File: src/verilog/mss_pkg.sv
// Constants shared by the modem status scanner
package mss_pkg;
    localparam int          NUM_LINES   = 16;
    localparam int          LINE_W      = 4;
    localparam int          ADR_W       = 8;
    // Register indices; byte address is four times the index
    localparam logic [5:0]  IDX_CSR     = 6'h00;
    localparam logic [5:0]  IDX_LINE    = 6'h02;
    // Control register fields
    localparam int          CSR_LINE_LO = 0;
    localparam int          CSR_STEP    = 4;
    localparam int          CSR_SCAN_EN = 5;
    localparam int          CSR_INT_EN  = 6;
    localparam int          CSR_CLEAR   = 7;
    localparam int          CSR_DONE    = 8;
    localparam int          CSR_CLRCYC  = 9;
    localparam int          CSR_OUT_LO  = 16;
    localparam int          CSR_IN_LO   = 20;
    // Outgoing control bits within a line word
    localparam int          OUT_LEN     = 0;
    localparam int          OUT_TRDY    = 1;
    localparam int          OUT_RTS     = 2;
    localparam int          OUT_STX     = 3;
    // Incoming status bits within a line word
    localparam int          IN_SRX      = 0;
    localparam int          IN_CTS      = 1;
    localparam int          IN_CAR      = 2;
    localparam int          IN_RING     = 3;
    // Bus request priority level
    localparam logic [2:0]  BR_LEVEL    = 3'h4;
    // Timing: one line every 1200 ns, four sequencer states per line
    localparam int          CLK_MHZ     = 250;
    localparam int          LINE_NS     = 1200;
    localparam int          STATE_NS    = LINE_NS / 4;
    localparam int          STATE_CYC   = (STATE_NS * CLK_MHZ) / 1000;
    localparam logic [7:0]  VECTOR_DEF  = 8'h30;
    typedef enum logic [2:0] {RC_REST, RC_INCR, RC_LOAD, RC_WRITE, RC_TEST} mss_rc_t;
    typedef enum logic [1:0] {IR_IDLE, IR_REQ, IR_XFER, IR_WAIT} mss_ir_t;
endpackage // mss_pkg

File: src/verilog/mss_scanner.sv
// Modem status scanner with Wishbone register access
//
// Our own choices: the register addresses and the Wishbone slave port.
module mss_scanner
    import mss_pkg::*;
#(
    parameter logic [7:0] VECTOR = VECTOR_DEF  // Arbitrary default vector
) (
    input  wire logic                 clk_i,
    input  wire logic                 rst_n_i,
    input  wire logic                 wb_cyc_i,
    input  wire logic                 wb_stb_i,
    input  wire logic                 wb_we_i,
    input  wire logic [mss_pkg::ADR_W-1:0] wb_adr_i,
    input  wire logic [3:0]           wb_sel_i,
    input  wire logic [31:0]          wb_dat_i,
    output logic      [31:0]          wb_dat_o,
    output logic                      wb_ack_o,
    input  wire logic [15:0]          carrier_i,
    input  wire logic [15:0]          clear_to_send_i,
    input  wire logic [15:0]          secondary_receive_status_i,
    input  wire logic [15:0]          ring_i,
    output logic      [15:0]          terminal_ready_o,
    output logic      [15:0]          request_to_send_control_o,
    output logic      [15:0]          secondary_transmit_control_o,
    output logic                      bus_request_line_o,
    output logic      [2:0]           bus_request_level_o,
    input  wire logic                 bus_grant_i,
    output logic                      intr_xfer_o,
    output logic      [7:0]           intr_vector_o,
    input  wire logic                 intr_done_i
);
    import mss_pkg::*;

    logic                 ack_reg;
    logic [31:0]          dat_reg;
    logic [LINE_W-1:0]    line_counter;
    logic                 step_reg;
    logic                 scan_en_reg;
    logic                 interrupt_enable_bit;
    logic                 done_reg;
    logic                 clear_cyc_reg;
    logic [LINE_W-1:0]    clr_idx_reg;
    logic [3:0]           hold_reg;
    logic [3:0]           mem_reg [NUM_LINES];
    logic [15:0]          line_en_reg;
    logic [3:0]           stat_s1 [NUM_LINES];
    logic [3:0]           stat_s2 [NUM_LINES];
    logic [7:0]           div_reg;
    logic                 tick;
    mss_rc_t              rc_state;
    mss_ir_t              ir_state;
    logic                 acc, hit0, hit2, csr_wr, line_wr, scanner_clear;
    logic                 go, cond;
    logic [3:0]           cur_stat, cur_out;

    // Bus decode: new access only in the cycle before ack
    assign acc     = wb_cyc_i && wb_stb_i && !ack_reg;
    assign hit0    = wb_adr_i[ADR_W-1:2] == IDX_CSR;
    assign hit2    = wb_adr_i[ADR_W-1:2] == IDX_LINE;
    assign csr_wr  = acc && wb_we_i && hit0 && wb_sel_i[0];
    assign line_wr = acc && wb_we_i && hit2 && wb_sel_i[0];
    assign scanner_clear = csr_wr && wb_dat_i[CSR_CLEAR];
    assign wb_ack_o = ack_reg;
    assign wb_dat_o = dat_reg;

    // Status of the selected line, blinded unless its line is enabled
    assign cur_stat = line_en_reg[line_counter] ? stat_s2[line_counter] : 4'h0;
    assign cur_out  = {secondary_transmit_control_o[line_counter], request_to_send_control_o[line_counter],
                       terminal_ready_o[line_counter], line_en_reg[line_counter]};

    // Acknowledge one cycle after the request, then drop
    always_ff @(posedge clk_i) begin
        if (!rst_n_i)
            ack_reg <= 1'b0;
        else
            ack_reg <= acc;
    end

    // Read data; unmapped addresses and select 2 return zero
    always_ff @(posedge clk_i) begin
        if (!rst_n_i) begin
            dat_reg <= 32'h0;
        end else if (acc) begin
            dat_reg <= 32'h0;
            if (!wb_we_i && hit0) begin
                dat_reg[CSR_LINE_LO +: LINE_W]         <= line_counter;
                dat_reg[CSR_STEP]                      <= step_reg;
                dat_reg[CSR_SCAN_EN]                   <= scan_en_reg;
                dat_reg[CSR_INT_EN]                    <= interrupt_enable_bit;
                dat_reg[CSR_DONE]                      <= done_reg;
                dat_reg[CSR_CLRCYC]                    <= clear_cyc_reg;
                dat_reg[CSR_OUT_LO +: 4]               <= cur_out;
                dat_reg[CSR_IN_LO +: 4]                <= cur_stat;
            end
        end
    end

    // Two-flop synchronisers for every modem input
    generate
        for (genvar i = 0; i < NUM_LINES; i++) begin : g_line
            always_ff @(posedge clk_i) begin
                if (!rst_n_i) begin
                    stat_s1[i] <= 4'h0;
                    stat_s2[i] <= 4'h0;
                end else begin
                    stat_s1[i] <= {ring_i[i], carrier_i[i], clear_to_send_i[i], secondary_receive_status_i[i]};
                    stat_s2[i] <= stat_s1[i];
                end
            end
            // Outgoing controls latched only for the counted line
            always_ff @(posedge clk_i) begin
                if (!rst_n_i) begin
                    line_en_reg[i]                  <= 1'b0;
                    terminal_ready_o[i]             <= 1'b0;
                    request_to_send_control_o[i]    <= 1'b0;
                    secondary_transmit_control_o[i] <= 1'b0;
                end else if (line_wr && line_counter == LINE_W'(i)) begin
                    line_en_reg[i]                  <= wb_dat_i[OUT_LEN];
                    terminal_ready_o[i]             <= wb_dat_i[OUT_TRDY];
                    request_to_send_control_o[i]    <= wb_dat_i[OUT_RTS];
                    secondary_transmit_control_o[i] <= wb_dat_i[OUT_STX];
                end
            end
        end
    endgenerate

    // Scan state divider: one enable pulse per sequencer state
    always_ff @(posedge clk_i) begin
        if (!rst_n_i || div_reg == 8'(STATE_CYC - 1))
            div_reg <= 8'h0;
        else
            div_reg <= div_reg + 8'h1;
    end
    assign tick = div_reg == 8'(STATE_CYC - 1);

    // Program bits of the control register
    always_ff @(posedge clk_i) begin
        if (!rst_n_i) begin
            scan_en_reg          <= 1'b0;
            interrupt_enable_bit <= 1'b0;
        end else if (scanner_clear) begin
            scan_en_reg          <= 1'b0;
            interrupt_enable_bit <= 1'b0;
        end else if (csr_wr) begin
            scan_en_reg          <= wb_dat_i[CSR_SCAN_EN];
            interrupt_enable_bit <= wb_dat_i[CSR_INT_EN];
        end
    end

    // Line counter: bus load wins over scan advance
    always_ff @(posedge clk_i) begin
        if (!rst_n_i || scanner_clear)
            line_counter <= '0;
        else if (csr_wr)
            line_counter <= wb_dat_i[CSR_LINE_LO +: LINE_W];
        else if (tick && rc_state == RC_INCR)
            line_counter <= line_counter + LINE_W'(1);
    end

    // Step flag: one sequence, cleared by the advance
    always_ff @(posedge clk_i) begin
        if (!rst_n_i || scanner_clear)
            step_reg <= 1'b0;
        else if (csr_wr)
            step_reg <= wb_dat_i[CSR_STEP];
        else if (tick && rc_state == RC_INCR)
            step_reg <= 1'b0;
    end

    // Clear sweep: zero every scan memory word, hold flops held clear
    always_ff @(posedge clk_i) begin
        if (!rst_n_i || scanner_clear) begin
            clear_cyc_reg <= 1'b1;
            clr_idx_reg   <= '0;
        end else if (clear_cyc_reg) begin
            clr_idx_reg   <= clr_idx_reg + LINE_W'(1);
            if (clr_idx_reg == LINE_W'(NUM_LINES - 1))
                clear_cyc_reg <= 1'b0;
        end
    end

    // Sequencer: rest state plus four states per line
    assign go = (scan_en_reg && !done_reg) || step_reg;
    always_ff @(posedge clk_i) begin
        if (!rst_n_i || clear_cyc_reg) begin
            rc_state <= RC_REST;
        end else if (tick) begin
            case (rc_state)
                RC_REST:  if (go) rc_state <= RC_INCR;
                RC_INCR:  rc_state <= RC_LOAD;
                RC_LOAD:  rc_state <= RC_WRITE;
                RC_WRITE: rc_state <= RC_TEST;
                RC_TEST:  rc_state <= go ? RC_INCR : RC_REST;
                default:  rc_state <= RC_REST;
            endcase
        end
    end

    // Hold flops: last known status of the line
    always_ff @(posedge clk_i) begin
        if (!rst_n_i || clear_cyc_reg)
            hold_reg <= 4'h0;
        else if (tick && rc_state == RC_LOAD)
            hold_reg <= mem_reg[line_counter];
    end

    // Scan memory: zeroed by the sweep, written with current status
    always_ff @(posedge clk_i) begin
        if (clear_cyc_reg)
            mem_reg[clr_idx_reg] <= 4'h0;
        else if (tick && rc_state == RC_WRITE)
            mem_reg[line_counter] <= stat_s2[line_counter];
    end

    // Transition test: both edges except ring, which counts rising only
    assign cond = |((mem_reg[line_counter][2:0] ^ hold_reg[2:0])) ||
                  (mem_reg[line_counter][IN_RING] && !hold_reg[IN_RING]);

    // Done flag: set wins over a register write that clears it, except a scanner clear
    always_ff @(posedge clk_i) begin
        if (!rst_n_i || scanner_clear)
            done_reg <= 1'b0;
        else if (tick && rc_state == RC_TEST && cond && line_en_reg[line_counter])
            done_reg <= 1'b1;
        else if (csr_wr)
            done_reg <= 1'b0;
    end

    // Interrupt master sequence: request, grant, transfer, wait for done low
    always_ff @(posedge clk_i) begin
        if (!rst_n_i) begin
            ir_state <= IR_IDLE;
        end else begin
            case (ir_state)
                IR_IDLE: if (done_reg && interrupt_enable_bit) ir_state <= IR_REQ;
                IR_REQ:  if (!(done_reg && interrupt_enable_bit)) ir_state <= IR_IDLE;
                         else if (bus_grant_i) ir_state <= IR_XFER;
                IR_XFER: if (intr_done_i) ir_state <= IR_WAIT;
                IR_WAIT: if (!done_reg) ir_state <= IR_IDLE;
                default: ir_state <= IR_IDLE;
            endcase
        end
    end
    assign bus_request_line_o  = ir_state == IR_REQ;
    assign bus_request_level_o = BR_LEVEL;
    assign intr_xfer_o         = ir_state == IR_XFER;
    assign intr_vector_o       = intr_xfer_o ? VECTOR : 8'h0;

    localparam int TICK_GAP = STATE_CYC;
endmodule // mss_scanner
File: config.mk
export PLATFORM = sky130hd
export DESIGN_NAME = mss_scanner
export DESIGN_NICKNAME = d
export VERILOG_FILES = /design/src/verilog/mss_pkg.sv /design/src/verilog/mss_scanner.sv
export SDC_FILE = /design/constraint.sdc
export NUM_CORES = 1
export LEC_CHECK = 0
export ABC_AREA = 1
export BUFFER_PORTS_ARGS = -buffer_cell sky130_fd_sc_hd__clkbuf_2
export CORE_MARGIN = 4
export CORE_UTILIZATION = 56
export CTS_CLUSTER_DIAMETER = 120
export DETAILED_ROUTE_END_ITERATION = 16
export PLACE_DENSITY = 0.79
export SYNTH_ARGS = -nofsm -noshare
export SYNTH_HDL_FRONTEND = slang
export SYNTH_SLANG_ARGS = --single-unit
File: constraint.sdc
create_clock -name clk_i -period 3 [get_ports clk_i]
set_clock_uncertainty 0.2 [all_clocks]
set_input_delay 0.15 -clock clk_i [delete_from_list [all_inputs] [get_ports clk_i]]
set_output_delay 0.15 -clock clk_i [all_outputs]
set_load 0.02 [all_outputs]
# Word level (Yosys, flattened, before mapping)
# Memory sizes are Yosys's and may differ from the RTL's. A register that Yosys moved wholly into a read port is not among the register bits.
# Index checks and enable logic that the tools add are counted.
# classes
add_sub_neg	3
magnitude_cmp	1
n_eq_ne	30
mux	76
bitwise	34
reduce_logical	55
# ops
operator	n
$mux W4	41
$eq A4 B4 Y1 const B	9
$logic_and A1 B1 Y1	34
$or A1 B1 Y1	32
$mux W1	19
$bmux W1 S4	4
$eq A4 B3 Y1 const B	4
$pmux W3 S5	1
$mux W2	6
$add A4 B1 Y4 const B	2
$add A8 B1 Y8 const B	1
$eq A4 B2 Y1 const B	2
$eq A8 B7 Y1 const B	1
$mux W8	1
$pmux W2 S4	1
$mux W7	1
$eq A3 B2 Y1 const B	2
$eq A6 B2 Y1 const B	1
$logic_not A6 Y1	1
$mux W6	1
$ne A2 B2 Y1 const B	3
$logic_not A1 Y1	5
$logic_or A1 B1 Y1	5
$lt A4 B5 Y1 const B	1
other kinds (19)	21
# word_totals
ff_bits	112
ramBits	192
in_bits	115
wordCells	279
mem_count	3
# memory_table
memory	depth	width	read_ports	rd_clocked_by_memory_dff	write_ports	line_no	source
mem_reg	16	4	1	1	1	mss_scanner.sv:45	logic [3:0] mem_reg [NUM_LINES];
stat_s1	16	4	16	0	16	mss_scanner.sv:47	logic [3:0] stat_s1 [NUM_LINES];
stat_s2	16	4	1	1	16	mss_scanner.sv:48	logic [3:0] stat_s2 [NUM_LINES];

# Logic depth before layout (Yosys ltp)
# Gate-level depths: netlist of run 1.
# depth
ltp_word	8
mapped_depth	14
mapped_depth_nobuf	12

# Worst setup path after synthesis of run 1
# No wires, ideal clock.
# synth_timing
path_type	reg-to-reg
startpoint	reg with a tool-made name
endpoint	mem mem_reg[0][0] (data pin)
arrival_ns	1.677
slack_ns	0.832
stages_incl_launch_ff	9
path_buffers	3
period_less_slack_ns	2.168
cell_sequence	dfxtp_1 -> buf_4 -> inv_4 -> buf_4 -> buf_4 -> nor2_1 -> o221ai_1 -> o211ai_1 -> a21oi_1
# synth_lines
element	line_no
end, declared	mss_scanner.sv:45

# Final worst setup path of run 1
# layout_timing
startpoint	reg div_reg[0]
endpoint	mem mem_reg[1][3], enable pin
# layout_via
elab_chain_cells	7
# layout_rtl
element	line_no	source
start, declared	mss_scanner.sv:49	logic [7:0] div_reg;
start signal, assigned	mss_scanner.sv:133	div_reg <= div_reg + 8'h1;
$eq A8 B7 Y1 (*)	mss_scanner.sv:135	assign tick = div_reg == 8'(STATE_CYC - 1);
$logic_and A1 B1 Y1 (*)	mss_scanner.sv:212	else if (tick && rc_state == RC_WRITE)
$mux W1 (*)	mss_scanner.sv:212	
$mux W1 (*)	mss_scanner.sv:210	if (clear_cyc_reg)
$mux W1 (not written as such) (*)	mss_scanner.sv:213	mem_reg[line_counter] <= stat_s2[line_counter];
$reduce_or A4 Y1 (no source line)	n/a	
$mux W4 (no source line) or $mux W1 (tied branches)	n/a	
# Mark *: on every way between the ends. The rest lies on a longest branch, timed or not.

==> results of run 1 <==
[metal layers]
| metal | wire, µm | share of wire, % | GRT usage (%) | vias up |
|---|---|---|---|---|
| li1 | - | - | - | 5191 |
| met1 | 12780 | 40 | 30.75 | 4848 |
| met2 | 15510 | 49 | 41.97 | 398 |
| met3 | 2083 | 6.6 | 3.045 | 98 |
| met4 | 1214 | 3.8 | 10.21 | 0 |
| met5 | 0 | 0 | 0 | - |
[power by group]
group	total (W)	switching, W	internal (W)
clock	0.00371	0.00153	0.00218
sequential	0.00435	0.0000340	0.00432
combinational	0.000434	0.000263	0.000171
total	0.00849	0.00183	0.00667
[through the flow]
| step | instances | cell area, µm² | total power (W) |
|---|---|---|---|
| 2_1_floorplan | 1551 | 13000 | 0.004680 |
| 3_3_place_gp | 1917 | 13790 | 0.004776 |
| 3_5_place_dp | 1917 | 13790 | 0.004787 |
| 4_1_cts | 2041 | 15500 | 0.008504 |
| 5_1_grt | 2041 | 15500 | 0.008752 |
| 6_report | 2042 | 15500 | 0.008490 |
[worst min-delay path: cells and delay by family]
kind                   cells  cell delay [ns]
buffers and inverters      3             0.43
AND/OR/NAND/NOR            1             0.12
[worst min-delay path by stage]
stage | start | to | slack (ns)
floorplan | secondary_receive_status_i[0] | stat_s1[0][0]$_SDFF_PN0_ | 0.05
global route | wb_dat_i[1] | terminal_ready_o[13]$_SDFFE_PN0P_ | 0.04
finish | rst_n_i | stat_s2[3][0]$_SDFF_PN0_ | 0.03
detailed placement | secondary_receive_status_i[10] | stat_s1[1][8]$_SDFF_PN0_ | 0.13
CTS | wb_dat_i[1] | terminal_ready_o[14]$_SDFFE_PN0P_ | 0.005
global placement | clear_to_send_i[10] | stat_s1[1][9]$_SDFF_PN0_ | 0.13
[cell usage in the layout (no fill, tap or decap), types with 29 or more instances in the layout]
cell and count:
nand3_1 66, a211oi_2 60, clkbuf_16 29, o21ai_0 72
inv_1 269, a21oi_1 80, clkbuf_2 154, dlygate4sd3_1 74
dfxtp_1 243, nor2_1 144, nand2_1 308, edfxtp_1 64
[repair_timing]
action	4_1_cts	5_1_grt
buffers inserted	0	0
endpoints found under the hold margin	97	0
setup endpoints to repair	0	0
hold buffers	74	0
[cell families (layout without fill, tap and decap cells)]
group / after synthesis / count (layout) / synth area share, %
fa+ha+maj: 7 / 7 / 0.6779
flops: 308 / 308 / 52.69
compound gates: 265 / 265 / 14.66
simple gates: 569 / 569 / 19.52
other cells: 2 / 25 / 0.05813
buf+inv: 374 / 579 / 12.13
xor+xnor: 4 / 4 / 0.2712
[area by class of cell]
type                       instances  area, µm²  share of cell area (%)
multi-input combinational        869       4628                   29.86
clock inverter                    16      188.9                   1.219
timing repair buffer             249       1682                   10.85
clock buffer                      34      774.5                   4.996
tap                              285      356.6                   2.300
inverter                         280       1061                   6.845
antenna                            1      2.502                 0.01614
sequential                       308       6808                   43.92
==> key figures, run 1 <==
Outcome
  • Status: complete, no violations

Worst setup path
  • WP depth: 10
  • R2R setup slack: between 0.4 and 0.5 ns
  • Crit start category: flip-flop
  • Critical R2R Launch: div_reg[0]$_SDFF_PP0_
  • Crit path from: div_reg[0]$_SDFF_PP0_
  • CP cell instances: inv_1 -> ha_1 -> nand3_1 -> nor2_4 -> nand3_2 -> nor2_1 -> a21oi_1 -> a21oi_1 -> nand2_1 -> nor2_1
  • Slowest-stage cell, CP: nor2_1
  • CP endpoint: mem_reg[1][3]$_DFFE_PP_
  • WS Path Type: flip-flop to flip-flop
  • Critical Path AT: around 2.5 ns
  • R2r endpoint: mem_reg[1][3]$_DFFE_PP_
  • CP endpoint kind: flip-flop
  • WP data required: 3.00 ns
  • CP Max Fanout: 8
  • Worst reg-to-reg path cell count: 10
  • Crit path max-delay family: simple AND/OR/NAND/NOR gates
  • WP buf/inv: 1
  • CP peak stage delay: between 0.3 and 0.4 ns

Synthesis
  • Top post-synthesis cells by area: dfxtp_1, edfxtp_1, nand2_1
  • Prevailing post-synth register cell: dfxtp_1
  • Synth Register Bits: around 310
  • Post-synthesis instance area: around 13000 µm²
  • Commonest cells post-synth: nand2_1, inv_1, dfxtp_1
  • Synth Area per Inst: roughly 8.4 µm²
  • Yosys top cell by area: dfxtp_1
  • Async SR Flop Fraction: 0%
  • Post-synth EDFFs: 64
  • Register area share after synthesis: 52.69%
  • Ys Warns: 0
  • Yosys cell types: 45
  • Post-Syn Instances: roughly 1500
  • Yosys top cell area share: 37.81%
  • Most frequent cell after synthesis: nand2_1

Cells and area
  • Nets@finish: around 1900
  • Fraction of layout cells with a size suffix above 1: a little under a fifth
  • FILL cells: between 1500 and 2000
  • Final core utilization: between 60 and 70%
  • Syn-to-layout area delta: 19.99%

Route
  • Final wirelength: around 32000 µm
  • Drt first pass iters: 8
  • Drt initial violations: between 800 and 900
  • Drt wl/cell: roughly 15 µm
  • Via count: between 10000 and 15000
  • Vias per cell: 5.159
  • ANT nets after route: 0
  • Post-route DRC violation count: 0

Clocking
  • Total CTS buffers: 28
  • Clock Tree Buf Depth: 3
  • Clock latency on the worst-skew pair: approximately 0.54 ns
  • CTS root buf: clkbuf_16
  • Clock sink count: 308
  • H-tree Lvls: 1
  • CTS clk-pin slew, worst paths: roughly 0.06 ns
  • CTS tree: yes
  • CTS resizes: 0

GRT
  • Pin count of the biggest net entering global routing: 80
  • First-pass GRT wire length: 51690 µm
  • Gr ovfl total: 0
  • Initial antenna violation count: 0
  • Vias in the first global route: ~11000
  • All-layer global routing usage: approximately a quarter

Power
  • Power per cell area: about 550 nW/µm²
  • Maximum VDD drop: around 550 µV
  • Static leakage: between 7 and 8 nW

Timing
  • Setup Viol. Count Final: 0
  • Total negative slack: 0 ns
  • Final Hold Slack: between 0.03 and 0.04 ns
  • Fin crit period: between 2 and 3 ns
  • Rel. slew slack: 51.31%
  • Maximum clock rate: between 0.3 and 0.4 GHz
  • Final Max Tran Viols: 0
  • Tightest Pin Transition: 0.7303 ns
  • RSZ-0062 raised after global routing: false
  • Hold Vio Cnt, Final: 0
  • Final period util: 84.04%
  • Slack of the critical path: 0.4788 ns

Placement
  • Final GP Congestion: roughly 0.86
  • PortBufs: approximately 160
  • Dpl ws: just over 0.5 ns
  • Post-DP HPWL: 19510 µm

Min path
  • Hold WC Path Type: input pin to flip-flop
  • Hold Crit Depth: 4

Run
  • Max-cap viol count: 0

Die
  • Initial Util: between 50% and 60%
  • Core ar.: ~23000 µm²
  • Die X: between 150 and 200 µm
  • Die Span Y: about 160 µm
  • I/O pin cnt: around 210
  • Die area: approximately 26000 µm²
  • Std-Cell Rows: 55
Note: power is estimated with default switching activity, not from simulation.
==> run 2, diff against run 1 <==
--- a/config.mk
+++ b/config.mk
@@ -8,10 +8,10 @@
 export ABC_AREA = 1
 export BUFFER_PORTS_ARGS = -buffer_cell sky130_fd_sc_hd__clkbuf_2
 export CORE_MARGIN = 4
-export CORE_UTILIZATION = 56
+export CORE_UTILIZATION = 51
 export CTS_CLUSTER_DIAMETER = 120
 export DETAILED_ROUTE_END_ITERATION = 16
-export PLACE_DENSITY = 0.79
+export PLACE_DENSITY = 0.76
 export SYNTH_ARGS = -nofsm -noshare
 export SYNTH_HDL_FRONTEND = slang
 export SYNTH_SLANG_ARGS = --single-unit
==> constraint.sdc (replaced) <==
create_clock -name clk_i -period 2 [get_ports clk_i]
set_clock_uncertainty 0.2 [all_clocks]
set_input_delay 0.1 -clock clk_i [delete_from_list [all_inputs] [get_ports clk_i]]
set_output_delay 0.1 -clock clk_i [all_outputs]
set_load 0.02 [all_outputs]
==> run 2 against run 1 <==
Net effect:
- the flow now finishes with violations (setup timing)
- die area grew 9.3%
- non-clock buffer count grew 71
- worst hold slack gained 0.035 ns
- sequential share of layout area shrank 4.2 points
==> key figures, run 2 (synthesis gave the netlist of run 1 again) <==
Placement
  • Post-DP HPWL: just over 20000 µm
  • Final GP Congestion: about 0.9
  • PortBufs: ~160
  • Cells after DPL: between 1500 and 2000

Route
  • Drt initial violations: between 900 and 1000
  • Via count: 11033
  • Drt wl/cell: roughly 16 µm
  • Vias per cell: 5.106
  • Drt first pass iters: 5
  • Final wirelength: about 35000 µm
  • Post-route DRC violation count: 0
  • ANT nets after route: 0

Die
  • Std-Cell Rows: 57
  • Core ar.: about 25000 µm²
  • Initial Util: a little over half
  • Die X: 167.2 µm
  • Die Span Y: 167.2 µm
  • I/O pin cnt: about 210
  • Die area: 27940 µm²

Timing
  • Tightest Pin Transition: about 0.82 ns
  • Final Hold Slack: around 0.066 ns
  • Fin crit period: roughly 2.1 ns
  • Final Max Tran Viols: 0
  • Rel. slew slack: between 40% and 50%
  • Slack of the critical path: -0.1252 ns
  • Hold Vio Cnt, Final: 0
  • Maximum clock rate: roughly 0.47 GHz
  • Final period util: 106.3%
  • RSZ-0062 raised after global routing: true
  • Setup Viol. Count Final: between 100 and 150

Worst setup path
  • Critical Path AT: 2.17 ns
  • CP endpoint kind: flip-flop
  • WP data required: approximately 2.1 ns
  • CP Max Fanout: 8
  • WS Path Type: flip-flop to flip-flop
  • Crit start category: flip-flop

Clocking
  • CTS root buf: clkbuf_16
  • H-tree Lvls: 1
  • CTS clk-pin slew, worst paths: approximately 0.060 ns
  • CTS tree: yes
  • Total CTS buffers: 30
  • Clock latency on the worst-skew pair: ~0.55 ns
  • Clock Tree Buf Depth: 3
  • Clock sink count: about 310

Min path
  • Hold WC Path Type: input pin to flip-flop

Run
  • Max-cap viol count: 0

GRT
  • Vias in the first global route: 10641
  • Pin count of the biggest net entering global routing: 78
  • Initial antenna violation count: 2
  • Gr ovfl total: 0
  • All-layer global routing usage: between 20% and 30%
  • First-pass GRT wire length: 53390 µm

Outcome
  • Status: finished, violations left
  • Violated checks: setup timing

Cells and area
  • Syn-to-layout area delta: 33.00%
  • Nets@finish: slightly below 2000
  • Most frequent cells in the layout: nand2_1, inv_1, dfxtp_1
  • Most common cell after layout, fill and taps aside: nand2_1
  • FILL cells: around 1700
  • Fraction of layout cells with a size suffix above 1: a little over a quarter
  • Non-Filler Instances: ~2200

Power
  • Maximum VDD drop: about 670 µV
  • Power per cell area: around 770 nW/µm²
  • Static leakage: 7.894 nW
run 2: cell types whose count changed in the layout (fill, tap and decap cells not counted), sizes merged:
cell,previous run,this run
bufinv,4,2
clkinvlp,2,3
dlygate4sd3,74,93
clkbuf,188,199
diode,1,3
buf,21,71
clkinv,13,12
run 2: layout make-up:
cell class              instances  area [µm²]  share of cell area [%]
diodes                          3       7.507                 0.04369
clock buffers                  43       922.1                   5.367
clock inverters                13       122.6                  0.7137
inverters                     280        1077                   6.270
multi-input cells             869        5345                   31.11
flip-flops and latches        308        6819                   39.69
well taps                     324       405.4                   2.359
repair buffers                320        2477                   14.42
repair inverters                1       5.005                 0.02913
run 2: per-layer routing:
| metal | wire [µm] | vias to the layer above | global-route usage [%] | share of wire (%) |
|---|---|---|---|---|
| li1 | - | 5347 | - | - |
| met1 | 13880 | 5139 | 29.11 | 40 |
| met2 | 17230 | 449 | 39.43 | 50 |
| met3 | 2295 | 98 | 3.112 | 6.6 |
| met4 | 1335 | 0 | 10.23 | 3.8 |
| met5 | 0 | - | 0 | 0 |
run 2: power breakdown:
part	switching, W	internal [W]	leakage (nW)
registers	0.0000560	0.00647	2.64
clock network	0.00237	0.00346	0.524
logic	0.000473	0.000324	4.73
run 2: path summary, 6_finish.rpt:
check | start | endpoint | slack, ns | cells after the start
max | div_reg[0]$_SDFF_PP0_ | mem_reg[15][2]$_DFFE_PP_ | -0.13 | 10
min | clear_to_send_i[7] | stat_s1[0][29]$_SDFF_PN0_ | 0.07 | 4
max reg2reg | div_reg[0]$_SDFF_PP0_ | mem_reg[15][2]$_DFFE_PP_ | -0.13 | 10
min reg2reg | stat_s1[0][13]$_SDFF_PN0_ | stat_s2[3][1]$_SDFF_PN0_ | 0.21 | 2
run 2: repair_timing:
action / CTS / global route
hold endpoints to repair: 188 / 2
cloned: 2 / 3
setup buffers: 0 / 11
endpoints found under the setup margin: 124 / 194
resized for setup: 46 / 120
pin swaps: 14 / 30
hold buffers: 93 / 1
run 2: per-stage QoR:
stage / cell area (µm²) / setup WS, ns / TNS (ns) / util (%) / power [W]
floorplan: 13100 / -0.1584 / -6.354 / - / 0.007038
global placement: 14370 / -0.08739 / -4.221 / 58.40 / 0.007198
detailed placement: 14370 / -0.1527 / -9.882 / 58.40 / 0.007212
CTS: 16560 / -0.1500 / -6.703 / 67.29 / 0.01310
global route: 17180 / -0.2245 / -22.28 / 69.82 / 0.01356
finish: 17180 / -0.1252 / -8.387 / 69.83 / 0.01316
run 2: critical path, cell delays in order, from the launching register on:
cell and delay, ns:
dfxtp_2 0.32, inv_2 0.06, ha_4 0.13, nand3_4 0.07
nor2_4 0.13, nand3_4 0.17, nor2_4 0.17, a21oi_4 0.05
a21oi_4 0.19, nand2_4 0.14, nor2_4 0.20
